**config.mk**
```make
export PLATFORM = sky130hd
export DESIGN_NAME = seq_gate_ctrl
export DESIGN_NICKNAME = d
export VERILOG_FILES = /design/src/seq_pkg.sv /design/src/tmr_if.sv /design/src/tick_timer.sv /design/src/seq_gate_ctrl.sv
export SDC_FILE = /design/constraint.sdc
export NUM_CORES = 1
export LEC_CHECK = 0
export BUFFER_PORTS_ARGS = -buffer_cell sky130_fd_sc_hd__buf_2
export CAP_MARGIN = 25
export CORE_MARGIN = 10
export CORE_UTILIZATION = 60
export DETAILED_ROUTE_END_ITERATION = 7
export HOLD_SLACK_MARGIN = 0.1
export PLACE_DENSITY = 0.87
export SYNTH_ARGS = -nofsm -noshare
export SYNTH_HDL_FRONTEND = slang
export SYNTH_SLANG_ARGS = --single-unit
```
**constraint.sdc**
```tcl
create_clock -name core_clk -period 3.04 [get_ports core_clk]
set_input_delay 0.456 -clock core_clk [delete_from_list [all_inputs] [get_ports core_clk]]
set_output_delay 0.456 -clock core_clk [all_outputs]
set_load 0.005 [all_outputs]
```
**src/seq_pkg.sv**
```systemverilog
// Constants for the sequencer gating and reset release timer.
// Assumes a single 100 MHz core clock and a byte-wide register port.
package seq_pkg;
  // ==========================================================
  // Register offsets
  localparam logic [7:0] GATE_SEL_ADDR = 8'h92;
  localparam logic [7:0] DOM_END_ADDR = 8'h95;
  localparam logic [7:0] PART_ADDR = 8'h96;
  localparam logic [7:0] GATE_CTL_ADDR = 8'h97;
  localparam logic [7:0] RST_TMR_ADDR = 8'h99;
  localparam logic [7:0] STEP_A_ADDR = 8'h89;
  localparam logic [7:0] STEP_B_ADDR = 8'h8b;
  // ==========================================================
  // Field positions
  localparam int DIR_UP_BIT = 6;
  localparam int DIR_DOWN_BIT = 7;
  localparam int TIMEOUT_BIT = 5;
  localparam int MODE_BIT = 4;
  localparam int RST_SRC_LO = 6;
  // ==========================================================
  // Reset values
  localparam logic [7:0] GATE_SEL_RST = 8'h00;
  localparam logic [7:0] DOM_END_RST = 8'h00;
  localparam logic [7:0] PART_RST = 8'h00;
  localparam logic [7:0] GATE_CTL_RST = 8'h00;
  localparam logic [7:0] RST_TMR_RST = 8'h40;
  localparam logic [7:0] STEP_RST = 8'h00;
  // ==========================================================
  // Timing
  localparam int CLK_PERIOD_NS = 10;
  localparam int SLOT_US = 32;
  localparam int SLOT_CYCLES = SLOT_US * 1000 / CLK_PERIOD_NS;
  localparam int TICK_US = 512;
  localparam int TICK_CYCLES = TICK_US * 1000 / CLK_PERIOD_NS;
  localparam int TIMEOUT_MS = 500;
  localparam int TIMEOUT_TICKS = TIMEOUT_MS * 1000 / TICK_US;
  localparam int TMR_W = 16;
  // ==========================================================
  // Encodings
  typedef enum logic [1:0] {
    SRC_WAKE = 2'b00,
    SRC_SYS_DOMAIN_UP_EVENT = 2'b01,
    SRC_MAIN_UP = 2'b10,
    SRC_LEAVE_RST = 2'b11
  } rst_src_t;
  typedef enum logic [2:0] {
    S_OFF = 3'b000,
    S_UP = 3'b001,
    S_ON = 3'b010,
    S_DOWN = 3'b011,
    S_GATE = 3'b100
  } seq_state_t;
endpackage

```
**src/tmr_if.sv**
```systemverilog
// Load and expiry signals between the sequencer and a down counter.
// Assumes both ends sit on the core clock.
`timescale 1ns/1ps
`default_nettype none
interface tmr_if;
  logic load;
  logic [seq_pkg::TMR_W-1:0] value;
  logic tick;
  logic done;
  logic busy;
  modport ctrl (output load, output value, output tick,
                input done, input busy);
  modport unit (input load, input value, input tick,
                output done, output busy);
endinterface
`default_nettype wire

```
**src/tick_timer.sv**
```systemverilog
// Down counter in units of a tick enable, with a one-cycle done pulse.
// Assumes load and tick are synchronous to clk.
`timescale 1ns/1ps
`default_nettype none
module tick_timer (
  input wire logic clk,
  input wire logic rstn,
  tmr_if.unit t
);
  logic [seq_pkg::TMR_W-1:0] cnt_r;
  logic busy_r;
  logic done_r;

  // ==========================================================
  // Counter
  // A reload while busy restarts the count; zero expires at once.
  always_ff @(posedge clk or negedge rstn) begin
    if (!rstn) begin
      cnt_r <= '0;
      busy_r <= 1'b0;
      done_r <= 1'b0;
    end else begin
      done_r <= 1'b0;
      if (t.load) begin
        cnt_r <= t.value;
        busy_r <= (t.value != '0);
        done_r <= (t.value == '0);
      end else if (busy_r && t.tick) begin
        cnt_r <= cnt_r - 1'b1;
        if (cnt_r == 1) begin
          busy_r <= 1'b0;
          done_r <= 1'b1;
        end
      end
    end
  end

  assign t.done = done_r;
  assign t.busy = busy_r;
endmodule
`default_nettype wire

```
**src/seq_gate_ctrl.sv**
```systemverilog
// Power sequencer slot stepping with gated slot and reset release timer.
// Assumes requests come from core clock logic; pins are asynchronous.
`timescale 1ns/1ps
`default_nettype none
module seq_gate_ctrl #(
  parameter int TICK_CYCLES = seq_pkg::TICK_CYCLES
) (
  input wire logic core_clk,
  input wire logic rstn,
  input wire logic [7:0] reg_addr,
  input wire logic reg_wr,
  input wire logic [7:0] reg_wdata,
  output var logic [7:0] reg_rdata,
  input wire logic power_up_req,
  input wire logic power_down_req,
  input wire logic partial_down_req,
  input wire logic gating_input_pin,
  input wire logic external_wake_event,
  output var logic [3:0] supply_en,
  output logic [3:0] seq_slot,
  output logic seq_gated,
  output var logic gate_timeout,
  output var logic sys_domain_up_event,
  output var logic main_domain_up_event,
  output var logic sys_reset_out_n
);
  // ==========================================================
  // Local constants
  // Counters are 16 bits wide; the package counts all fit without being cut.
  localparam logic [15:0] SLOT_LAST = 16'(seq_pkg::SLOT_CYCLES - 1);
  localparam logic [15:0] TICK_LAST = 16'(TICK_CYCLES - 1);
  localparam logic [15:0] TIMEOUT_LOAD = 16'(seq_pkg::TIMEOUT_TICKS);

  // ==========================================================
  // Register storage
  logic [7:0] gate_sel_r;
  logic [7:0] dom_end_r;
  logic [7:0] part_r;
  logic [7:0] gate_ctl_r;
  logic [7:0] rst_tmr_r;
  logic [7:0] step_a_r;
  logic [7:0] step_b_r;
  logic [7:0] rdata_nxt;

  // ==========================================================
  // Synchronisers and dividers
  logic pin_meta_r;
  logic pin_s_r;
  logic wake_meta_r;
  logic wake_s_r;
  logic wake_prev_r;
  logic [15:0] slot_cnt_r;
  logic slot_tick_r;
  logic [15:0] tick_cnt_r;
  logic tick_r;

  // ==========================================================
  // Sequencer state
  seq_pkg::seq_state_t state_r;
  logic [3:0] slot_r;
  logic dir_down_r;
  logic partial_r;
  logic gate_done_r;
  logic timeout_r;
  logic sys_domain_up_event_r;
  logic main_up_r;
  logic [3:0] en_r;
  logic rel_n_r;
  logic leave_r;
  logic leave_done_r;

  // ==========================================================
  // Field decodes
  logic [3:0] gate_step;
  logic [3:0] main_end;
  logic [3:0] sys_end;
  logic [3:0] part_slot;
  logic dir_up_en;
  logic dir_down_en;
  logic timeout_en;
  logic timer_mode;
  logic [3:0] wait_code;
  logic [1:0] rst_src;
  logic [5:0] rst_code;
  logic [3:0] sup_slot [4];
  logic act;
  logic gate_hit;
  logic gate_release;
  logic timeout_set;
  logic down_start;
  logic rst_start;
  logic [15:0] wait_ticks;
  logic [15:0] rst_ticks;

  // ==========================================================
  // Timers
  tmr_if gate_t ();
  tmr_if rst_t ();

  tick_timer u_gate_timer (
    .clk(core_clk),
    .rstn(rstn),
    .t(gate_t)
  );

  tick_timer u_rst_timer (
    .clk(core_clk),
    .rstn(rstn),
    .t(rst_t)
  );

  // ==========================================================
  // Field decodes
  assign gate_step = gate_sel_r[3:0];
  assign main_end = dom_end_r[7:4];
  assign sys_end = dom_end_r[3:0];
  assign part_slot = part_r[7:4];
  assign dir_up_en = gate_ctl_r[seq_pkg::DIR_UP_BIT];
  assign dir_down_en = gate_ctl_r[seq_pkg::DIR_DOWN_BIT];
  assign timeout_en = gate_ctl_r[seq_pkg::TIMEOUT_BIT];
  assign timer_mode = gate_ctl_r[seq_pkg::MODE_BIT];
  assign wait_code = gate_ctl_r[3:0];
  assign rst_src = rst_tmr_r[seq_pkg::RST_SRC_LO +: 2];
  assign rst_code = rst_tmr_r[5:0];
  assign sup_slot[0] = step_a_r[3:0];
  assign sup_slot[1] = step_a_r[7:4];
  assign sup_slot[2] = step_b_r[3:0];
  assign sup_slot[3] = step_b_r[7:4];

  // ==========================================================
  // Register writes
  always_ff @(posedge core_clk or negedge rstn) begin
    if (!rstn) begin
      gate_sel_r <= seq_pkg::GATE_SEL_RST;
      dom_end_r <= seq_pkg::DOM_END_RST;
      part_r <= seq_pkg::PART_RST;
      gate_ctl_r <= seq_pkg::GATE_CTL_RST;
      rst_tmr_r <= seq_pkg::RST_TMR_RST;
      step_a_r <= seq_pkg::STEP_RST;
      step_b_r <= seq_pkg::STEP_RST;
    end else if (reg_wr) begin
      case (reg_addr)
        seq_pkg::GATE_SEL_ADDR: gate_sel_r <= reg_wdata;
        seq_pkg::DOM_END_ADDR: dom_end_r <= reg_wdata;
        seq_pkg::PART_ADDR: part_r <= reg_wdata;
        seq_pkg::GATE_CTL_ADDR: gate_ctl_r <= reg_wdata;
        seq_pkg::RST_TMR_ADDR: rst_tmr_r <= reg_wdata;
        seq_pkg::STEP_A_ADDR: step_a_r <= reg_wdata;
        seq_pkg::STEP_B_ADDR: step_b_r <= reg_wdata;
        default: begin
        end
      endcase
    end
  end

  // ==========================================================
  // Register reads
  // Unmapped addresses read as zero.
  always_comb begin
    rdata_nxt = 8'h00;
    case (reg_addr)
      seq_pkg::GATE_SEL_ADDR: rdata_nxt = gate_sel_r;
      seq_pkg::DOM_END_ADDR: rdata_nxt = dom_end_r;
      seq_pkg::PART_ADDR: rdata_nxt = part_r;
      seq_pkg::GATE_CTL_ADDR: rdata_nxt = gate_ctl_r;
      seq_pkg::RST_TMR_ADDR: rdata_nxt = rst_tmr_r;
      seq_pkg::STEP_A_ADDR: rdata_nxt = step_a_r;
      seq_pkg::STEP_B_ADDR: rdata_nxt = step_b_r;
      default: rdata_nxt = 8'h00;
    endcase
  end

  always_ff @(posedge core_clk or negedge rstn) begin
    if (!rstn) begin
      reg_rdata <= 8'h00;
    end else begin
      reg_rdata <= rdata_nxt;
    end
  end

  // ==========================================================
  // Pin synchronisers
  // The first stage is never read, to keep metastability out of logic.
  always_ff @(posedge core_clk or negedge rstn) begin
    if (!rstn) begin
      pin_meta_r <= 1'b0;
      pin_s_r <= 1'b0;
      wake_meta_r <= 1'b0;
      wake_s_r <= 1'b0;
      wake_prev_r <= 1'b0;
    end else begin
      pin_meta_r <= gating_input_pin;
      pin_s_r <= pin_meta_r;
      wake_meta_r <= external_wake_event;
      wake_s_r <= wake_meta_r;
      wake_prev_r <= wake_s_r;
    end
  end

  // ==========================================================
  // Slot and tick dividers
  // Both run free, so a request waits up to one slot for its first step.
  always_ff @(posedge core_clk or negedge rstn) begin
    if (!rstn) begin
      slot_cnt_r <= 16'h0000;
      slot_tick_r <= 1'b0;
    end else begin
      slot_tick_r <= (slot_cnt_r == SLOT_LAST);
      if (slot_cnt_r == SLOT_LAST) begin
        slot_cnt_r <= 16'h0000;
      end else begin
        slot_cnt_r <= slot_cnt_r + 16'h0001;
      end
    end
  end

  always_ff @(posedge core_clk or negedge rstn) begin
    if (!rstn) begin
      tick_cnt_r <= 16'h0000;
      tick_r <= 1'b0;
    end else begin
      tick_r <= (tick_cnt_r == TICK_LAST);
      if (tick_cnt_r == TICK_LAST) begin
        tick_cnt_r <= 16'h0000;
      end else begin
        tick_cnt_r <= tick_cnt_r + 16'h0001;
      end
    end
  end

  // ==========================================================
  // Gating decisions
  assign act = slot_tick_r &&
      (state_r == seq_pkg::S_UP || state_r == seq_pkg::S_DOWN);
  assign gate_hit = act && !gate_done_r && (slot_r == gate_step) &&
      ((state_r == seq_pkg::S_UP) ? dir_up_en : dir_down_en);
  assign gate_release = (state_r == seq_pkg::S_GATE) &&
      (timer_mode ? gate_t.done :
       (pin_s_r || (timeout_en && gate_t.done)));
  assign timeout_set = (state_r == seq_pkg::S_GATE) && !timer_mode &&
      timeout_en && gate_t.done && !pin_s_r;
  assign down_start = (state_r == seq_pkg::S_ON) && power_down_req;

  // Code 0 is no wait; each further code doubles the tick count.
  always_comb begin
    wait_ticks = 16'h0000;
    if (wait_code != 4'h0) begin
      wait_ticks = 16'h0001 << (wait_code - 4'h1);
    end
  end

  // Fine steps of two ticks up to code 32, coarse steps of 64 beyond.
  always_comb begin
    if (rst_code <= 6'h20) begin
      rst_ticks = {9'h000, rst_code, 1'b0};
    end else begin
      rst_ticks = ({10'h000, rst_code} - 16'h001f) << 6;
    end
  end

  // Without time-out the timer still runs but its expiry is ignored.
  assign gate_t.load = gate_hit;
  assign gate_t.value = timer_mode ? wait_ticks : TIMEOUT_LOAD;
  assign gate_t.tick = tick_r;

  // ==========================================================
  // Sequencer
  always_ff @(posedge core_clk or negedge rstn) begin
    if (!rstn) begin
      state_r <= seq_pkg::S_OFF;
      slot_r <= 4'h0;
      dir_down_r <= 1'b0;
      partial_r <= 1'b0;
      gate_done_r <= 1'b0;
    end else begin
      unique case (state_r)
        seq_pkg::S_OFF: begin
          if (power_up_req) begin
            state_r <= seq_pkg::S_UP;
            slot_r <= 4'h0;
            dir_down_r <= 1'b0;
            gate_done_r <= 1'b0;
          end
        end
        seq_pkg::S_UP: begin
          if (gate_hit) begin
            state_r <= seq_pkg::S_GATE;
          end else if (act) begin
            gate_done_r <= 1'b0;
            if (slot_r == main_end) begin
              state_r <= seq_pkg::S_ON;
            end else begin
              slot_r <= slot_r + 4'h1;
            end
          end
        end
        seq_pkg::S_ON: begin
          if (power_down_req || partial_down_req) begin
            state_r <= seq_pkg::S_DOWN;
            dir_down_r <= 1'b1;
            partial_r <= partial_down_req && !power_down_req;
            gate_done_r <= 1'b0;
          end else if (power_up_req && slot_r != main_end) begin
            state_r <= seq_pkg::S_UP;
            dir_down_r <= 1'b0;
          end
        end
        seq_pkg::S_DOWN: begin
          if (gate_hit) begin
            state_r <= seq_pkg::S_GATE;
          end else if (act) begin
            gate_done_r <= 1'b0;
            if (partial_r && slot_r <= part_slot) begin
              state_r <= seq_pkg::S_ON;
            end else if (slot_r == 4'h0) begin
              state_r <= seq_pkg::S_OFF;
            end else begin
              slot_r <= slot_r - 4'h1;
            end
          end
        end
        seq_pkg::S_GATE: begin
          if (gate_release) begin
            state_r <= dir_down_r ? seq_pkg::S_DOWN : seq_pkg::S_UP;
            gate_done_r <= 1'b1;
          end
        end
        default: begin
          state_r <= seq_pkg::S_OFF;
        end
      endcase
    end
  end

  // ==========================================================
  // Supply enables
  // A partial stop leaves the stop slot itself powered.
  always_ff @(posedge core_clk or negedge rstn) begin
    if (!rstn) begin
      en_r <= 4'h0;
    end else if (act && !gate_hit) begin
      for (int i = 0; i < 4; i++) begin
        if (sup_slot[i] == slot_r) begin
          if (state_r == seq_pkg::S_UP) begin
            en_r[i] <= 1'b1;
          end else if (!(partial_r && slot_r <= part_slot)) begin
            en_r[i] <= 1'b0;
          end
        end
      end
    end
  end

  // ==========================================================
  // Domain events
  always_ff @(posedge core_clk or negedge rstn) begin
    if (!rstn) begin
      sys_domain_up_event_r <= 1'b0;
      main_up_r <= 1'b0;
    end else begin
      sys_domain_up_event_r <= (state_r == seq_pkg::S_UP) && act && !gate_hit &&
          (slot_r == sys_end);
      main_up_r <= (state_r == seq_pkg::S_UP) && act && !gate_hit &&
          (slot_r == main_end);
    end
  end

  // ==========================================================
  // Time-out flag
  // Set wins over the clear taken with a new power-up request.
  always_ff @(posedge core_clk or negedge rstn) begin
    if (!rstn) begin
      timeout_r <= 1'b0;
    end else if (timeout_set) begin
      timeout_r <= 1'b1;
    end else if (state_r == seq_pkg::S_OFF && power_up_req) begin
      timeout_r <= 1'b0;
    end
  end

  // ==========================================================
  // Reset release timer
  always_ff @(posedge core_clk or negedge rstn) begin
    if (!rstn) begin
      leave_r <= 1'b0;
      leave_done_r <= 1'b0;
    end else begin
      leave_r <= !leave_done_r;
      leave_done_r <= 1'b1;
    end
  end

  always_comb begin
    rst_start = 1'b0;
    unique case (seq_pkg::rst_src_t'(rst_src))
      seq_pkg::SRC_WAKE: rst_start = wake_s_r && !wake_prev_r;
      seq_pkg::SRC_SYS_DOMAIN_UP_EVENT: rst_start = sys_domain_up_event_r;
      seq_pkg::SRC_MAIN_UP: rst_start = main_up_r;
      seq_pkg::SRC_LEAVE_RST: rst_start = leave_r;
    endcase
  end

  assign rst_t.load = rst_start;
  assign rst_t.value = rst_ticks;
  assign rst_t.tick = tick_r;

  // A new start event restarts the period even if it was running.
  always_ff @(posedge core_clk or negedge rstn) begin
    if (!rstn) begin
      rel_n_r <= 1'b0;
    end else if (rst_start || down_start) begin
      rel_n_r <= 1'b0;
    end else if (rst_t.done) begin
      rel_n_r <= 1'b1;
    end
  end

  // ==========================================================
  // Outputs
  assign supply_en = en_r;
  assign seq_slot = slot_r;
  assign seq_gated = (state_r == seq_pkg::S_GATE);
  assign gate_timeout = timeout_r;
  assign sys_domain_up_event = sys_domain_up_event_r;
  assign main_domain_up_event = main_up_r;
  assign sys_reset_out_n = rel_n_r;
endmodule
`default_nettype wire

```
==> results by group <==
Status
  • Outcome: finished clean

Timing
  • Setup WS post-layout: between 0.4 and 0.5 ns
  • Setup-failing EPs final: 0
  • Measured slew at the worst slew-check pin: about 0.97 ns
  • Tcrit/Tclk final: 86.3%
  • Setup TNS: 0 ns
  • Hold Vio Cnt, Final: 0
  • Slew Viols, Final: 0
  • Clock skew after layout: around 0.0075 ns
  • Slew HR: between 30% and 40%
  • RSZ-0062 raised after global routing: false
  • FMAX: approximately 380 MHz
  • Minimum clock period: between 2 and 3 ns

Logic synthesis
  • Cell variety after synth: 69
  • Async SR Flop Fraction: between 90% and 100%
  • Cell Area, Synth: just over 8000 sq um
  • Most common flop cell mapped by yosys: dfrtp_1
  • Synth Instances: about 770
  • Post-synth EDFFs: 0
  • Seq/Total Area, Yosys: about half
  • Syn_area_per_cell: 10.7 sq um
  • Yosys warnings: 0
  • Synth Register Bits: about 160
  • Mapped Nets: 804

Floorplanning
  • Starting Density: between 60% and 70%
  • Core area: 13300 sq um
  • Die ar.: between 15000 and 20000 sq um
  • Die width: around 140 um
  • Row count: 42
  • Die Ht: ~140 um
  • # IOs: 45

Setup path
  • Worst Setup SP: state_r[0]
  • RR Startpoint: state_r[0]
  • Setup crit end kind: flop
  • CP Data Required Time: ~3.4 ns
  • CP startpoint kind: flop
  • Worst Path Max Fanout: 40
  • Setup CP Type: reg -> reg
  • Worst Path Arrival: approximately 3 ns

Pwr
  • P_int: approximately 3.5 mW
  • VDD IR-drop max: slightly below 0.4 mV
  • Leakage power: around 4.3 nW
  • Clock power share: 46.3%
  • Reported net switching power: 1.11 mW
  • Combinational share of power: under 10%
  • Sw Share: roughly a quarter
  • Reg power frac: roughly 48%
  • Total power: roughly 4.6 mW
  • PwrDens: approximately 500 nW/um^2

Hold path
  • Hold/Removal Path Class: in -> reg
  • Hold Startpoint: gating_input_pin

Cells and area
  • Post-route cell area: 9230 sq um
  • Most frequent cells in the layout: dfrtp_1, mux2_2, nand2_1, nor2_1, xor2_1
  • Nets: between 800 and 900
  • Final core utilization: between 60 and 70%
  • Layout cell share with drive strength beyond 1: around a fifth
  • # diodes: 0
  • Synth-to-Final Area Change: 12.3%
  • Commonest non-fill, non-tap cell in the layout: dfrtp_1

Place
  • RePlAce Congestion: a little over 0.9
  • Port Buffer Count: 44
  • Place WS: between 0.4 and 0.5 ns
  • HPWL after DPL: 13300 um
  • DP Area: between 8000 and 9000 sq um

Clock network
  • CTS buffer count: 17
  • CTS tree: yes
  • Clock latency on the worst-skew pair: around 0.43 ns
  • # clock sinks: around 160
  • Maximum clock path buffer count: 2
  • Clk slew on worst S/H paths: about 0.070 ns
  • CTS root buffer: clkbuf_16
  • H-tree levels: 4

Global route
  • Grt ovf: 0
  • Vias in the first global route: 6134
  • GRT Total Usage: 21.2%
  • Initial antenna violation count: 0
  • Largest net degree at the start of global routing: 63
  • First-pass GRT wire length: ~31000 um

Detailed routing
  • Vias per std cell: between 6 and 7
  • Via Count: roughly 6100
  • Routed length per instance: roughly 19 um
  • Drt total wl: about 19000 um
  • Residual DRC: 0
  • 1st-pass router iterations: 6
  • First DRT Iteration DRCs: 603
  • Antenna Nets Post-Route: 0

Run
  • Max cap viols: 0
-- metrics by stage --
stage | hold slack [ns] | instances
floorplan | 0.160 | 765
global placement | 0.333 | 968
detailed placement | 0.341 | 968
CTS | 0.109 | 1001
global route | 0.120 | 1001
finish | 0.125 | 1001
-- routing by layer --
metal / part of all wire (%) / vias up / global-route usage [%]
li1: - / 2849 / -
met1: 44 / 3050 / 27.9
met2: 48 / 194 / 33.7
met3: 5.8 / 33 / 4.55
met4: 2.0 / 0 / 7.85
met5: 0 / - / 0
-- power groups by stage --
stage / clock network [mW] / logic, mW / registers, mW
floorplan: 0 / 0.146 / 2.24
global placement: 0 / 0.240 / 2.26
detailed placement: 0 / 0.246 / 2.27
CTS: 2.17 / 0.251 / 2.23
global route: 2.26 / 0.277 / 2.24
finish: 2.14 / 0.249 / 2.23
-- sequential cells by signal, indices dropped and copies added (netlist names), 3 cells and up --
register,count
reg_rdata,8
gate_sel_r,8
rst_tmr_r,8
dom_end_r,8
gate_ctl_r,8
supply_en,4
step_a_r,8
state_r,3
seq_slot,4
u_rst_timer.cnt_r,16
tick_cnt_r,16
part_r,8
slot_cnt_r,16
step_b_r,8
u_gate_timer.cnt_r,16
-- final timing paths --
path                                 to  slack [ns]  cells past startpoint
setup / recovery            seq_slot[0]        0.42                      5
hold reg to reg                 pin_s_r        0.36                      0
setup reg to reg            seq_slot[0]        0.42                      5
min in group asynchronous  rst_tmr_r[2]        0.57                      2
hold / removal               pin_meta_r        0.13                      1
max in group asynchronous  rst_tmr_r[6]        1.69                      3
-- cells by family (layout without fill, tap and decap cells) --
group | Yosys count | after routing | share of synthesized area, %
and+or+nand+nor | 276 | 276 | 18.1
DFF | 159 | 159 | 48.4
AOI/OAI and AO/OA | 100 | 100 | 8.51
xor gates and xnor gates | 91 | 91 | 9.69
muxes | 73 | 73 | 10.1
buffers and inverters | 50 | 110 | 2.78
adders and majority gates | 15 | 15 | 2.37
other | 1 | 1 | 0.0456
-- worst max-delay path, cell delays in order (launching register included) --
cell     delay (ns)
dfrtp_1        0.58
or3b_1         0.55
mux2_4         0.36
and4_4         0.32
nor4_1         0.51
mux2_2         0.24
-- cell usage after synthesis (8+ instances only) --
cell type | count | area [sq um]
a21oi_1 | 12 | 60.1
a222oi_1 | 8 | 80.1
a22o_1 | 10 | 87.6
a22oi_1 | 8 | 60.1
and3_1 | 11 | 68.8
clkbuf_1 | 21 | 78.8
dfrtp_1 | 158 | 3950
ha_1 | 14 | 175
inv_1 | 20 | 75.1
mux2_2 | 67 | 754
nand2_1 | 59 | 221
nand2b_1 | 9 | 56.3
nand3_1 | 34 | 170
nand3b_1 | 8 | 60.1
nand4_1 | 14 | 87.6
nor2_1 | 56 | 210
nor2b_1 | 10 | 62.6
nor3_1 | 20 | 100
nor4_1 | 14 | 87.6
o21ai_0 | 27 | 135
xnor2_1 | 41 | 359
xor2_1 | 50 | 438
-- timing repair --
item / CTS / global route
setup endpoints to repair: 0 / 0
endpoints found under the hold margin: 59 / 0
hold buffers: 1 / 0
resized for setup: 0 / 0
buffers inserted: 0 / 0
-- final cells by class --
type	count	area, sq um
well taps	176	220
repair buffers	58	347
clock buffers	18	439
fillers	963	4120
inverters	20	75.1
flip-flops and latches	159	3980
multi-input cells	556	4010
clock inverters	14	156
Note: power is estimated with default switching activity, not from simulation.
